===== src/rtl/pin_mux_pkg.sv =====
// Purpose: shared constants for the strobe and port A/B/C pin mux
// Assumes: 10 MHz system clock, active-low asynchronous reset
// Notes:   register offsets are word addresses on the plain register port
package pin_mux_pkg;

  localparam int unsigned ADDR_W = 4;
  localparam int unsigned DATA_W = 8;

  // register offsets
  localparam logic [3:0] REG_PA_DATA = 4'h0;
  localparam logic [3:0] REG_PA_DIR  = 4'h1;
  localparam logic [3:0] REG_PB_DATA = 4'h2;
  localparam logic [3:0] REG_PC_DATA = 4'h3;
  localparam logic [3:0] REG_PC_FUNC = 4'h4;
  localparam logic [3:0] REG_CTRL    = 4'h5;
  localparam logic [3:0] REG_PA_PIN  = 4'h6;

  // control register fields
  localparam int unsigned CTRL_WR_EN    = 0;
  localparam int unsigned CTRL_SLAVE_EN = 1;
  localparam int unsigned CTRL_SCLKA_EN = 2;
  localparam int unsigned CTRL_SCLKB_EN = 3;
  localparam int unsigned CTRL_SCLKA_OUT = 4;
  localparam int unsigned CTRL_SCLKB_OUT = 5;

  // port B bit positions
  localparam int unsigned PB_ATTN   = 7;
  localparam int unsigned PB_OUT6   = 6;
  localparam int unsigned PB_ADDR_H = 5;
  localparam int unsigned PB_ADDR_L = 4;
  localparam int unsigned PB_RD     = 3;
  localparam int unsigned PB_WR     = 2;
  localparam int unsigned PB_SCLKA  = 1;
  localparam int unsigned PB_SCLKB  = 0;

  // reset values
  localparam logic [7:0] RST_BYTE = 8'h00;
  localparam logic [5:0] RST_CTRL = 6'h00;
  localparam logic [7:0] RD_ZERO  = 8'h00;
  // port B output-only bits drive zero from reset on
  localparam logic [7:0] PB_RST_OE = 8'hC0;

  // even port C bits are outputs, odd bits inputs
  localparam logic [7:0] PC_OUT_MASK = 8'h55;

  // bus cycle kinds from the core
  typedef enum logic [1:0] {
    CYC_NONE,
    CYC_IO_RD,
    CYC_IO_WR
  } io_cycle_t;

endpackage


===== src/rtl/pin_mux.sv =====
// Purpose: I/O strobes and port A/B/C function mux with register access
// Assumes: pins pass four flops; register port reads one cycle later
// Notes:   serial and slave port units sit outside and use these lines
`timescale 1ns/1ps

module pin_mux (
  input  wire logic                 clk_sys,
  input  wire logic                 rst_n,
  // core bus cycle kind, slave side data and serial unit outputs
  input  pin_mux_pkg::io_cycle_t    io_cycle,
  input  wire logic                 slave_attention_req,
  input  wire logic [7:0]           slave_rd_data,
  input  wire logic                 sclk_a_out,
  input  wire logic                 sclk_b_out,
  input  wire logic [3:0]           ser_txd,
  // register port
  input  wire logic [3:0]           reg_addr,
  input  wire logic [7:0]           reg_wdata,
  input  wire logic                 reg_wr,
  input  wire logic                 reg_rd,
  output logic      [7:0]           reg_rdata,
  // strobes
  output logic                      io_read_strobe_n,
  output logic                      io_write_strobe_n,
  output logic                      io_buffer_enable_n,
  // port pins
  input  wire logic [7:0]           port_a_lines_i,
  output logic      [7:0]           port_a_lines_o,
  output logic      [7:0]           port_a_lines_oe,
  input  wire logic [7:0]           port_b_lines_i,
  output logic      [7:0]           port_b_lines_o,
  output logic      [7:0]           port_b_lines_oe,
  input  wire logic [7:0]           port_c_lines_i,
  output logic      [7:0]           port_c_lines_o,
  // synchronised pins to inner units
  output logic [7:0]                slave_wr_data,
  output logic                      slave_reg_addr_hi,
  output logic                      slave_reg_addr_lo,
  output logic                      slave_rd_strobe_n,
  output logic                      slave_wr_strobe_n,
  output logic                      sclk_a_in,
  output logic                      sclk_b_in,
  output logic [3:0]                ser_rxd
);

  ////////////////////////////////////////////////////////////////////////////
  // synchronisers

  logic [7:0] pa_s1_q, pa_s2_q, pa_s3_q, pa_q;
  logic [7:0] pb_s1_q, pb_s2_q, pb_s3_q, pb_q;
  logic [7:0] pc_s1_q, pc_s2_q, pc_s3_q, pc_q;

  // accept a change once stages two and three agree
  function automatic logic [7:0] settle(input logic [7:0] s2, input logic [7:0] s3,
                                        input logic [7:0] cur);
    settle = (s2 & s3) | (cur & (s2 ^ s3));
  endfunction

  logic [7:0] pa_d, pb_d, pc_d;
  assign pa_d = settle(pa_s2_q, pa_s3_q, pa_q);
  assign pb_d = settle(pb_s2_q, pb_s3_q, pb_q);
  assign pc_d = settle(pc_s2_q, pc_s3_q, pc_q);

  always_ff @(posedge clk_sys or negedge rst_n)
  begin
    if (!rst_n)
    begin
      pa_s1_q <= pin_mux_pkg::RST_BYTE;
      pa_s2_q <= pin_mux_pkg::RST_BYTE;
      pa_s3_q <= pin_mux_pkg::RST_BYTE;
      pa_q    <= pin_mux_pkg::RST_BYTE;
      pb_s1_q <= pin_mux_pkg::RST_BYTE;
      pb_s2_q <= pin_mux_pkg::RST_BYTE;
      pb_s3_q <= pin_mux_pkg::RST_BYTE;
      pb_q    <= pin_mux_pkg::RST_BYTE;
      pc_s1_q <= pin_mux_pkg::RST_BYTE;
      pc_s2_q <= pin_mux_pkg::RST_BYTE;
      pc_s3_q <= pin_mux_pkg::RST_BYTE;
      pc_q    <= pin_mux_pkg::RST_BYTE;
    end
    else
    begin
      pa_s1_q <= port_a_lines_i;
      pa_s2_q <= pa_s1_q;
      pa_s3_q <= pa_s2_q;
      pa_q    <= pa_d;
      pb_s1_q <= port_b_lines_i;
      pb_s2_q <= pb_s1_q;
      pb_s3_q <= pb_s2_q;
      pb_q    <= pb_d;
      pc_s1_q <= port_c_lines_i;
      pc_s2_q <= pc_s1_q;
      pc_s3_q <= pc_s2_q;
      pc_q    <= pc_d;
    end
  end

  ////////////////////////////////////////////////////////////////////////////
  // registers

  logic [7:0] pa_data_q, pa_dir_q, pb_data_q, pc_data_q, pc_func_q;
  logic [5:0] ctrl_q;

  logic sel_pa_data, sel_pa_dir, sel_pb_data, sel_pc_data, sel_pc_func, sel_ctrl;
  assign sel_pa_data = reg_wr && (reg_addr == pin_mux_pkg::REG_PA_DATA);
  assign sel_pa_dir  = reg_wr && (reg_addr == pin_mux_pkg::REG_PA_DIR);
  assign sel_pb_data = reg_wr && (reg_addr == pin_mux_pkg::REG_PB_DATA);
  assign sel_pc_data = reg_wr && (reg_addr == pin_mux_pkg::REG_PC_DATA);
  assign sel_pc_func = reg_wr && (reg_addr == pin_mux_pkg::REG_PC_FUNC);
  assign sel_ctrl    = reg_wr && (reg_addr == pin_mux_pkg::REG_CTRL);

  logic wr_en, slave_en, sclka_en, sclkb_en;
  assign wr_en    = ctrl_q[pin_mux_pkg::CTRL_WR_EN];
  assign slave_en = ctrl_q[pin_mux_pkg::CTRL_SLAVE_EN];
  assign sclka_en = ctrl_q[pin_mux_pkg::CTRL_SCLKA_EN];
  assign sclkb_en = ctrl_q[pin_mux_pkg::CTRL_SCLKB_EN];

  always_ff @(posedge clk_sys or negedge rst_n)
  begin
    if (!rst_n)
    begin
      pa_data_q <= pin_mux_pkg::RST_BYTE;
      pa_dir_q  <= pin_mux_pkg::RST_BYTE;
      pb_data_q <= pin_mux_pkg::RST_BYTE;
      pc_data_q <= pin_mux_pkg::RST_BYTE;
      pc_func_q <= pin_mux_pkg::RST_BYTE;
      ctrl_q    <= pin_mux_pkg::RST_CTRL;
    end
    else
    begin
      if (sel_pa_data) pa_data_q <= reg_wdata;
      if (sel_pa_dir)  pa_dir_q  <= reg_wdata;
      if (sel_pb_data) pb_data_q <= reg_wdata;
      if (sel_pc_data) pc_data_q <= reg_wdata;
      if (sel_pc_func) pc_func_q <= reg_wdata;
      if (sel_ctrl)    ctrl_q    <= reg_wdata[5:0];
    end
  end

  logic [7:0] rd_mux;
  assign rd_mux =
    (reg_addr == pin_mux_pkg::REG_PA_DATA) ? pa_data_q :
    (reg_addr == pin_mux_pkg::REG_PA_DIR)  ? pa_dir_q  :
    (reg_addr == pin_mux_pkg::REG_PB_DATA) ? pb_q      :
    (reg_addr == pin_mux_pkg::REG_PC_DATA) ? pc_q      :
    (reg_addr == pin_mux_pkg::REG_PC_FUNC) ? pc_func_q :
    (reg_addr == pin_mux_pkg::REG_CTRL)    ? {2'h0, ctrl_q} :
    (reg_addr == pin_mux_pkg::REG_PA_PIN)  ? pa_q      : pin_mux_pkg::RD_ZERO;

  always_ff @(posedge clk_sys or negedge rst_n)
  begin
    if (!rst_n)
      reg_rdata <= pin_mux_pkg::RD_ZERO;
    else
      reg_rdata <= reg_rd ? rd_mux : pin_mux_pkg::RD_ZERO;
  end

  ////////////////////////////////////////////////////////////////////////////
  // strobes

  logic is_rd, is_wr;
  assign is_rd = (io_cycle == pin_mux_pkg::CYC_IO_RD);
  assign is_wr = (io_cycle == pin_mux_pkg::CYC_IO_WR);

  always_ff @(posedge clk_sys or negedge rst_n)
  begin
    if (!rst_n)
    begin
      io_read_strobe_n   <= 1'b1;
      io_write_strobe_n  <= 1'b1;
      io_buffer_enable_n <= 1'b1;
    end
    else
    begin
      io_read_strobe_n   <= !is_rd;
      io_write_strobe_n  <= !(is_wr && wr_en);
      io_buffer_enable_n <= !(is_rd || is_wr);
    end
  end

  ////////////////////////////////////////////////////////////////////////////
  // pin drive

  logic slave_rd_n, slave_sel;
  assign slave_rd_n = pb_q[pin_mux_pkg::PB_RD];
  assign slave_sel  = slave_en && !slave_rd_n;

  logic [7:0] pa_o_d, pa_oe_d, pb_o_d, pb_oe_d, pc_o_d;
  assign pa_o_d  = slave_en ? slave_rd_data : pa_data_q;
  assign pa_oe_d = slave_en ? {8{slave_sel}} : pa_dir_q;

  assign pb_o_d = {slave_en ? !slave_attention_req : pb_data_q[pin_mux_pkg::PB_ATTN],
                   pb_data_q[pin_mux_pkg::PB_OUT6], 4'h0, sclk_a_out, sclk_b_out};
  assign pb_oe_d = {2'h3, 4'h0,
                    sclka_en && ctrl_q[pin_mux_pkg::CTRL_SCLKA_OUT],
                    sclkb_en && ctrl_q[pin_mux_pkg::CTRL_SCLKB_OUT]};

  logic [7:0] pc_tx;
  assign pc_tx  = {1'b0, ser_txd[0], 1'b0, ser_txd[1], 1'b0, ser_txd[2], 1'b0, ser_txd[3]};
  assign pc_o_d = ((pc_func_q & pc_tx) | (~pc_func_q & pc_data_q)) & pin_mux_pkg::PC_OUT_MASK;

  always_ff @(posedge clk_sys or negedge rst_n)
  begin
    if (!rst_n)
    begin
      port_a_lines_o  <= pin_mux_pkg::RST_BYTE;
      port_a_lines_oe <= pin_mux_pkg::RST_BYTE;
      port_b_lines_o  <= pin_mux_pkg::RST_BYTE;
      port_b_lines_oe <= pin_mux_pkg::PB_RST_OE;
      port_c_lines_o  <= pin_mux_pkg::RST_BYTE;
    end
    else
    begin
      port_a_lines_o  <= pa_o_d;
      port_a_lines_oe <= pa_oe_d;
      port_b_lines_o  <= pb_o_d;
      port_b_lines_oe <= pb_oe_d;
      port_c_lines_o  <= pc_o_d;
    end
  end

  ////////////////////////////////////////////////////////////////////////////
  // inner unit feeds

  always_ff @(posedge clk_sys or negedge rst_n)
  begin
    if (!rst_n)
    begin
      slave_wr_data     <= pin_mux_pkg::RST_BYTE;
      slave_reg_addr_hi <= 1'b0;
      slave_reg_addr_lo <= 1'b0;
      slave_rd_strobe_n <= 1'b1;
      slave_wr_strobe_n <= 1'b1;
      sclk_a_in         <= 1'b0;
      sclk_b_in         <= 1'b0;
      ser_rxd           <= 4'h0;
    end
    else
    begin
      slave_wr_data     <= pa_q;
      slave_reg_addr_hi <= pb_q[pin_mux_pkg::PB_ADDR_H];
      slave_reg_addr_lo <= pb_q[pin_mux_pkg::PB_ADDR_L];
      slave_rd_strobe_n <= !(slave_en && !pb_q[pin_mux_pkg::PB_RD]);
      slave_wr_strobe_n <= !(slave_en && !pb_q[pin_mux_pkg::PB_WR]);
      sclk_a_in         <= pb_q[pin_mux_pkg::PB_SCLKA];
      sclk_b_in         <= pb_q[pin_mux_pkg::PB_SCLKB];
      ser_rxd           <= {pc_q[1], pc_q[3], pc_q[5], pc_q[7]};
    end
  end

  ////////////////////////////////////////////////////////////////////////////
  // checks

  property p_rd_strobe;
    @(posedge clk_sys) disable iff (!rst_n)
      is_rd |=> !io_read_strobe_n && !io_buffer_enable_n;
  endproperty
  a_rd_strobe: assert property (p_rd_strobe) else $error("read strobe missing");

  property p_wr_strobe;
    @(posedge clk_sys) disable iff (!rst_n)
      (is_wr && wr_en) |=> !io_write_strobe_n;
  endproperty
  a_wr_strobe: assert property (p_wr_strobe) else $error("write strobe missing");

  property p_wr_gate;
    @(posedge clk_sys) disable iff (!rst_n)
      !io_write_strobe_n |-> $past(wr_en) && $past(is_wr);
  endproperty
  a_wr_gate: assert property (p_wr_gate) else $error("write strobe ungated");

  property p_io_buffer_enable_n;
    @(posedge clk_sys) disable iff (!rst_n)
      !io_buffer_enable_n |-> $past(is_rd) || $past(is_wr);
  endproperty
  a_io_buffer_enable_n: assert property (p_io_buffer_enable_n) else $error("buffer enable outside I/O");

  property p_pb_dir;
    @(posedge clk_sys) disable iff (!rst_n)
      port_b_lines_oe[7:2] == 6'h30;
  endproperty
  a_pb_dir: assert property (p_pb_dir) else $error("port B direction wrong");

  property p_pc_odd;
    @(posedge clk_sys) disable iff (!rst_n)
      (port_c_lines_o & ~pin_mux_pkg::PC_OUT_MASK) == 8'h00;
  endproperty
  a_pc_odd: assert property (p_pc_odd) else $error("odd port C driven");

  property p_slave_a;
    @(posedge clk_sys) disable iff (!rst_n)
      (slave_en && $past(slave_en) && |port_a_lines_oe) |-> $past(slave_sel);
  endproperty
  a_slave_a: assert property (p_slave_a) else $error("port A driven without read");

  property p_sclk_oe;
    @(posedge clk_sys) disable iff (!rst_n)
      port_b_lines_oe[1] |-> $past(sclka_en);
  endproperty
  a_sclk_oe: assert property (p_sclk_oe) else $error("clock line driven unset");

  property p_pc_read;
    @(posedge clk_sys) disable iff (!rst_n)
      (reg_rd && reg_addr == pin_mux_pkg::REG_PC_DATA) |=> reg_rdata == $past(pc_q);
  endproperty
  a_pc_read: assert property (p_pc_read) else $error("port C read wrong");

endmodule


===== config.mk =====
export PLATFORM = sky130hd
export DESIGN_NAME = pin_mux
export DESIGN_NICKNAME = d
export VERILOG_FILES = /design/src/rtl/pin_mux_pkg.sv /design/src/rtl/pin_mux.sv
export SDC_FILE = /design/constraint.sdc
export NUM_CORES = 1
export LEC_CHECK = 0
export BUFFER_PORTS_ARGS = -buffer_cell sky130_fd_sc_hd__buf_2
export CORE_MARGIN = 10
export CORE_UTILIZATION = 31
export CTS_CLUSTER_SIZE = 10
export DETAILED_ROUTE_END_ITERATION = 7
export MAX_ROUTING_LAYER = met4
export PLACE_DENSITY = 0.48
export SYNTH_ARGS = -nofsm -noshare
export SYNTH_HDL_FRONTEND = slang
export SYNTH_SLANG_ARGS = --single-unit
export TNS_END_PERCENT = 30

===== constraint.sdc =====
create_clock -name clk_sys -period 1.55 [get_ports clk_sys]
set_input_delay 0.0775 -clock clk_sys [delete_from_list [all_inputs] [get_ports clk_sys]]
set_output_delay 0.0775 -clock clk_sys [all_outputs]
set_load 0.02 [all_outputs]

Yosys cells after proc, flatten, opt, wreduce, memory -nomap -nowiden
Cells that the tools add are included.
{"block": "word_totals", "regBits": 196, "output_inout_bits": 69, "wordCells": 91}
{"block": "op_classes", "mux": 11, "n_reduce_logical": 21, "n_eq_ne": 8, "bitwise_logic": 16}
{"op": "two-way mux 8 bit", "n": 10}
{"op": "bitwise AND 8 bit", "n": 6}
{"op": "bitwise OR 8 bit", "n": 3}
{"op": "bitwise XOR 8 bit", "n": 3}
{"op": "bitwise AND 7 bit", "n": 2}
{"op": "== test 4 x 3 -> 1 bit (second input constant)", "n": 3}
{"op": "logical AND 1 bit", "n": 11}
{"op": "== test 4 x 2 -> 1 bit (second input constant)", "n": 2}
{"op": "zero test 1 bit", "n": 8}
{"op": "inverter 7 bit", "n": 1}
{"op": "bitwise OR 7 bit", "n": 1}
{"op": "== test 4 x 1 -> 1 bit (second input constant)", "n": 1}
{"op": "zero test 4 bit", "n": 1}
{"op": "== test 2 x 1 -> 1 bit (second input constant)", "n": 1}
{"op": "== test 2 bit (second input constant)", "n": 1}
{"op": "logical OR 1 bit", "n": 1}
{"op": "two-way mux 1 bit", "n": 1}

Depth between registers and ports, before layout
{"block": "logic_depth", "word_depth": 9, "mapped_depth": 6, "mapped_depth_nobuf": 4}

Worst setup path after synthesis
No wires, ideal clock.
{"block": "synth_timing", "kind": "flip-flop to flip-flop", "from": "register ctrl_q[1]", "to": "register port_a_lines_o[0]", "slack_ns": 0.389, "setup_ns": 0.125, "stages_incl_launch_ff": 3, "t_required_ns": 1.425, "arrival_time_ns": 1.036, "cell_sequence": "dfrtp_1 > buf_1 > mux2_2"}
{"block": "synth_between", "elab_chain_cells": 1}
{"element": "start: declaration", "line_no": "pin_mux.sv:102", "source": "logic [5:0] ctrl_q;"}
{"element": "start signal: assignment", "line_no": "pin_mux.sv:127", "source": "ctrl_q <= pin_mux_pkg::RST_CTRL;"}
{"element": "start signal: assignment", "line_no": "pin_mux.sv:136", "source": "if (sel_ctrl) ctrl_q <= reg_wdata[5:0];"}
{"element": "two-way mux 8 bit", "line_no": "pin_mux.sv:189", "source": "assign pa_o_d = slave_en ? slave_rd_data : pa_data_q;"}
{"element": "via pa_o_d[0]", "line_no": "pin_mux.sv:188", "source": "logic [7:0] pa_o_d, pa_oe_d, pb_o_d, pb_oe_d, pc_o_d;"}
{"element": "end signal: assignment", "line_no": "pin_mux.sv:206", "source": "port_a_lines_o <= pin_mux_pkg::RST_BYTE;"}
{"element": "end signal: assignment", "line_no": "pin_mux.sv:214", "source": "port_a_lines_o <= pa_o_d;"}
{"element": "end: declaration", "line_no": "pin_mux.sv:28", "source": "output logic [7:0] port_a_lines_o,"}
The timed path passes the listed nets, and every way through them passes these cells.
A chain may end at the register's enable or synchronous reset.

Worst setup path in the final report
{"block": "layout_timing", "from": "register pa_q[0]", "to": "register reg_rdata[0]"}
{"block": "layout_between", "elab_chain_cells": 8}
{"element": "start: declaration", "line_no": "pin_mux.sv:49", "source": "logic [7:0] pa_s1_q, pa_s2_q, pa_s3_q, pa_q;"}
{"element": "start signal: assignment", "line_no": "pin_mux.sv:71", "source": "pa_q <= pin_mux_pkg::RST_BYTE;"}
{"element": "start signal: assignment", "line_no": "pin_mux.sv:86", "source": "pa_q <= pa_d;"}
{"element": "two-way mux 8 bit", "line_no": "pin_mux.sv:148", "source": "(reg_addr == pin_mux_pkg::REG_PA_PIN) ? pa_q : pin_mux_pkg::RD_ZERO;"}
{"element": "two-way mux 8 bit", "line_no": "pin_mux.sv:147", "source": "(reg_addr == pin_mux_pkg::REG_CTRL) ? {2'h0, ctrl_q} :"}
{"element": "two-way mux 8 bit", "line_no": "pin_mux.sv:146", "source": "(reg_addr == pin_mux_pkg::REG_PC_FUNC) ? pc_func_q :"}
{"element": "two-way mux 8 bit", "line_no": "pin_mux.sv:145", "source": "(reg_addr == pin_mux_pkg::REG_PC_DATA) ? pc_q :"}
{"element": "two-way mux 8 bit", "line_no": "pin_mux.sv:144", "source": "(reg_addr == pin_mux_pkg::REG_PB_DATA) ? pb_q :"}
{"element": "two-way mux 8 bit", "line_no": "pin_mux.sv:143", "source": "(reg_addr == pin_mux_pkg::REG_PA_DIR) ? pa_dir_q :"}
{"element": "two-way mux 8 bit", "line_no": "pin_mux.sv:142", "source": "(reg_addr == pin_mux_pkg::REG_PA_DATA) ? pa_data_q :"}
{"element": "two-way mux 8 bit", "line_no": "pin_mux.sv:155", "source": "reg_rdata <= reg_rd ? rd_mux : pin_mux_pkg::RD_ZERO;"}
{"element": "end signal: assignment", "line_no": "pin_mux.sv:153", "source": "reg_rdata <= pin_mux_pkg::RD_ZERO;"}
{"element": "end signal: assignment", "line_no": "pin_mux.sv:155"}
{"element": "end: declaration", "line_no": "pin_mux.sv:21", "source": "output logic [7:0] reg_rdata,"}
Every way passes these cells.

==> run_summary.xml <==
<?xml version="1.0" encoding="UTF-8"?>
<metrics>
  <group name="die">
    <metric name="design.die.area" unit="sq um">27830</metric>
    <metric name="dieWidth" unit="um">166.8</metric>
    <metric name="core_area" unit="sq um">21090</metric>
    <metric name="boundaryPins" unit="">126</metric>
    <metric name="chipHeight" unit="um">166.8</metric>
    <metric name="initial_core_util" unit="">0.3170</metric>
    <metric name="fp-row-count" unit="">53</metric>
  </group>
  <group name="timing">
    <metric name="grt_setup_unrepaired" unit="">no</metric>
    <metric name="tns" unit="ns">0</metric>
    <metric name="period_share" unit="">0.8376</metric>
    <metric name="maxClockFrequency" unit="MHz">770.3</metric>
    <metric name="report.final.hold_viol_count" unit="">0</metric>
    <metric name="setup_failing_eps_final" unit="">0</metric>
    <metric name="maxSlewViolCount" unit="">0</metric>
    <metric name="timing.hold.ws" unit="ns">0.1045</metric>
    <metric name="slew_worst_pin" unit="ns">0.7069</metric>
    <metric name="layout_min_cycle_time" unit="ns">1.298</metric>
    <metric name="slew_headroom" unit="">0.5287</metric>
    <metric name="final.setup_skew" unit="ns">0.006881</metric>
  </group>
  <group name="grt">
    <metric name="grt_util_all_layers" unit="">0.1172</metric>
    <metric name="gr_overflow_total" unit="">0</metric>
    <metric name="grt_first_pass_wirelength" unit="mm">24.91</metric>
    <metric name="grt_antenna_before_repair" unit="">3</metric>
    <metric name="maximum_number_of_pins_on_one_net_before_global_route_repair" unit="">52</metric>
    <metric name="number_of_global_route_vias_before_repair" unit="">4484</metric>
  </group>
  <group name="clocking">
    <metric name="numClockSinks" unit="">187</metric>
    <metric name="clk_root_buffer_cell" unit="">sky130_fd_sc_hd__clkbuf_16</metric>
    <metric name="postCtsSetupBuffers" unit="">0</metric>
    <metric name="clk_pin_slew" unit="ns">0.07</metric>
    <metric name="cts_buffer_depth" unit="">2</metric>
    <metric name="clkLatencyLatePin" unit="ns">0.42</metric>
    <metric name="cts-htree-levels" unit="">4</metric>
    <metric name="numCtsBuffers" unit="">17</metric>
    <metric name="cts_tree" unit="">done</metric>
  </group>
  <group name="synth">
    <metric name="yosys.cell_types.count" unit="">35</metric>
    <metric name="synth.ff_latch_count" unit="">187</metric>
    <metric name="synth-compound-area-share" unit="">0.09023</metric>
    <metric name="synth_top_cells_by_area" unit="">sky130_fd_sc_hd__dfrtp_1 (68%), sky130_fd_sc_hd__mux2_2 (7.7%), sky130_fd_sc_hd__ha_1 (4.9%)</metric>
    <metric name="synth-simple-area-share" unit="">0.04025</metric>
    <metric name="synthAdderAreaFrac" unit="">0.04867</metric>
    <metric name="yosys_warn_count" unit="">0</metric>
    <metric name="most_frequently_used_cell_type_in_the_post_synthesis_netlist" unit="">sky130_fd_sc_hd__dfrtp_1</metric>
    <metric name="synth_top_cells_by_count" unit="">sky130_fd_sc_hd__dfrtp_1 (182), sky130_fd_sc_hd__mux2_2 (46), sky130_fd_sc_hd__ha_1 (26)</metric>
    <metric name="mappedNetlistArea" unit="sq um">6684</metric>
    <metric name="synth-async-reset-ratio" unit="">1.000</metric>
    <metric name="synth_top_cell_area_share" unit="">0.6814</metric>
    <metric name="synth_mux_area_frac" unit="">0.08237</metric>
    <metric name="synthesis.area_per_instance" unit="sq um">15.23</metric>
    <metric name="synth-edff-count" unit="">0</metric>
    <metric name="syn_inst" unit="">439</metric>
    <metric name="synth_top_family_by_area" unit="">compound AO/OA/AOI/OAI gates</metric>
    <metric name="synth.yosys.seq_area_share" unit="">0.7010</metric>
    <metric name="flip_flop_cell_with_the_highest_count_after_synthesis" unit="">sky130_fd_sc_hd__dfrtp_1</metric>
    <metric name="synth_xor_xnor_area_share" unit="">0</metric>
    <metric name="yosys.area.top_type" unit="">sky130_fd_sc_hd__dfrtp_1</metric>
  </group>
  <group name="route">
    <metric name="detail_route.wl_per_cell" unit="um">16.95</metric>
    <metric name="via_density" unit="">4.369</metric>
    <metric name="drt_wl_total" unit="mm">15.45</metric>
    <metric name="post-route-drc-count" unit="">0</metric>
    <metric name="routed-via-count" unit="">3980</metric>
    <metric name="drtIter0Drc" unit="">156</metric>
    <metric name="first_pass_iters" unit="">4</metric>
    <metric name="final_antenna_net_count" unit="">0</metric>
  </group>
  <group name="worst_setup_path">
    <metric name="worst_ep_required_time" unit="ns">1.85</metric>
    <metric name="start_kind" unit="">register</metric>
    <metric name="cp.arrival" unit="ns">1.60</metric>
    <metric name="worst-path-max-fanout" unit="">3</metric>
    <metric name="critPathCaptureType" unit="">register</metric>
    <metric name="timing.critical_path.cells" unit="">a21boi_0, or3_1, a211oi_1</metric>
    <metric name="critPathTopFamily" unit="">compound AO/OA/AOI/OAI gates</metric>
    <metric name="critical_path_buf_inv_count" unit="">0</metric>
    <metric name="timing.setup.critical_path_class" unit="">reg2reg</metric>
    <metric name="critical-path-slowest-cell" unit="">sky130_fd_sc_hd__dfrtp_1</metric>
    <metric name="worst_path_largest_cell_delay" unit="ns">0.38</metric>
  </group>
  <group name="layout">
    <metric name="finish.instance_area" unit="sq um">8728</metric>
    <metric name="area_growth" unit="%">30.59</metric>
    <metric name="postLayoutCoreUtil" unit="">0.4139</metric>
    <metric name="nFillCells" unit="">2013</metric>
    <metric name="number_of_nets_at_the_end_of_the_flow" unit="">703</metric>
    <metric name="ff_latch_area" unit="sq um">4686</metric>
    <metric name="multi_input_area" unit="sq um">1800</metric>
    <metric name="layout-drive-gt1-share" unit="">0.3349</metric>
  </group>
  <group name="power">
    <metric name="power.density" unit="nW/um^2">1377</metric>
    <metric name="p_leak" unit="nW">4.230</metric>
    <metric name="total_power" unit="mW">12.01</metric>
    <metric name="vdd.ir_drop.worst" unit="mV">0.7070</metric>
  </group>
  <group name="hold_path">
    <metric name="hp-class" unit="">in2reg</metric>
  </group>
  <group name="placement">
    <metric name="place.gp.congestion" unit="">0.8304</metric>
    <metric name="post-dp-hpwl" unit="mm">11.23</metric>
    <metric name="placement.io_buffers" unit="">111</metric>
    <metric name="total_cell_area_at_the_placement_stage" unit="sq um">7597</metric>
  </group>
  <group name="job">
    <metric name="maxCapViolations" unit="">0</metric>
  </group>
  <group name="run_status">
    <metric name="status" unit="">finished, final reports clean</metric>
  </group>
</metrics>
## layout by cell type (no fill, tap or decap), drive strengths merged, types with 5 or more instances in the layout
cell type and n:
buf 125, nor2 6, nand2 14, clkbuf 18, dfrtp 182, a21o 24
nand2b 13, ha 26, conb 14, inv 22, mux2 48, dfstp 5
dlygate4sd3 52, a2bb2oi 8, a211oi 12, o21ai 22
## final cells by class
type	instances	share of cell area
clock inverter	15	0.02036
inverter	14	0.006021
tap	275	0.03942
antenna	3	0.0008601
multi-input combinational	222	0.2063
sequential	187	0.5368
clock buffer	17	0.04874
timing repair buffer	178	0.1415
## power by group
| part | switching [mW] | internal, mW |
|---|---|---|
| logic | 0.974 | 0.783 |
| clock network | 1.96 | 2.44 |
| registers | 0.337 | 5.51 |
| total | 3.28 | 8.74 |
## routing by layer
layer / part of all wire / track usage / up-vias
met4: 0.011 / 0.03398 / 0
met1: 0.46 / 0.1448 / 1977
met2: 0.48 / 0.1808 / 113
met5: 0 / - / -
met3: 0.052 / 0.03742 / 12
li1: - / - / 1878
## metrics by stage
stage	instances	setup slack, ns
2_1_floorplan	451	0.3891
3_3_place_gp	824	0.08146
4_1_cts	908	0.2283
6_report	911	0.2518
3_5_place_dp	824	0.01398
5_1_grt	911	0.1058
## worst reg2reg max path, cell delays in order (launching register included)
cell and delay, ns:
sky130_fd_sc_hd__dfrtp_1 0.38, sky130_fd_sc_hd__a21boi_0 0.09, sky130_fd_sc_hd__or3_1 0.38, sky130_fd_sc_hd__a211oi_1 0.32
## repair_timing
item / 4_1_cts / 5_1_grt
hold endpoints to repair: 172 / 0
hold buffers: 52 / 0
gates resized for setup: 0 / 0
## path summary, 6_finish.rpt
| check | from | endpoint | slack [ns] | cells past startpoint |
|---|---|---|---|---|
| setup / recovery | pa_q[0] | reg_rdata[0] | 0.25 | 3 |
| hold / removal | reg_addr[3] | reg_rdata[6] | 0.10 | 4 |
| setup reg to reg | pa_q[0] | reg_rdata[0] | 0.25 | 3 |
| hold reg to reg | pa_s1_q[1] | pa_s2_q[1] | 0.34 | 0 |
| max in group asynchronous | rst_n | io_buffer_enable_n | 0.73 | 3 |
| min in group asynchronous | rst_n | pc_s1_q[5] | 0.16 | 2 |
## cells by family (layout without fill, tap and decap cells)
group	Yosys count	after routing
AOI/OAI and AO/OA	86	86
adders and majority gates	26	26
buffers and inverters	42	224
DFF	187	187
muxes	49	49
other	2	17
and+or+nand+nor	47	47
(Power assumes the default switching activity.)
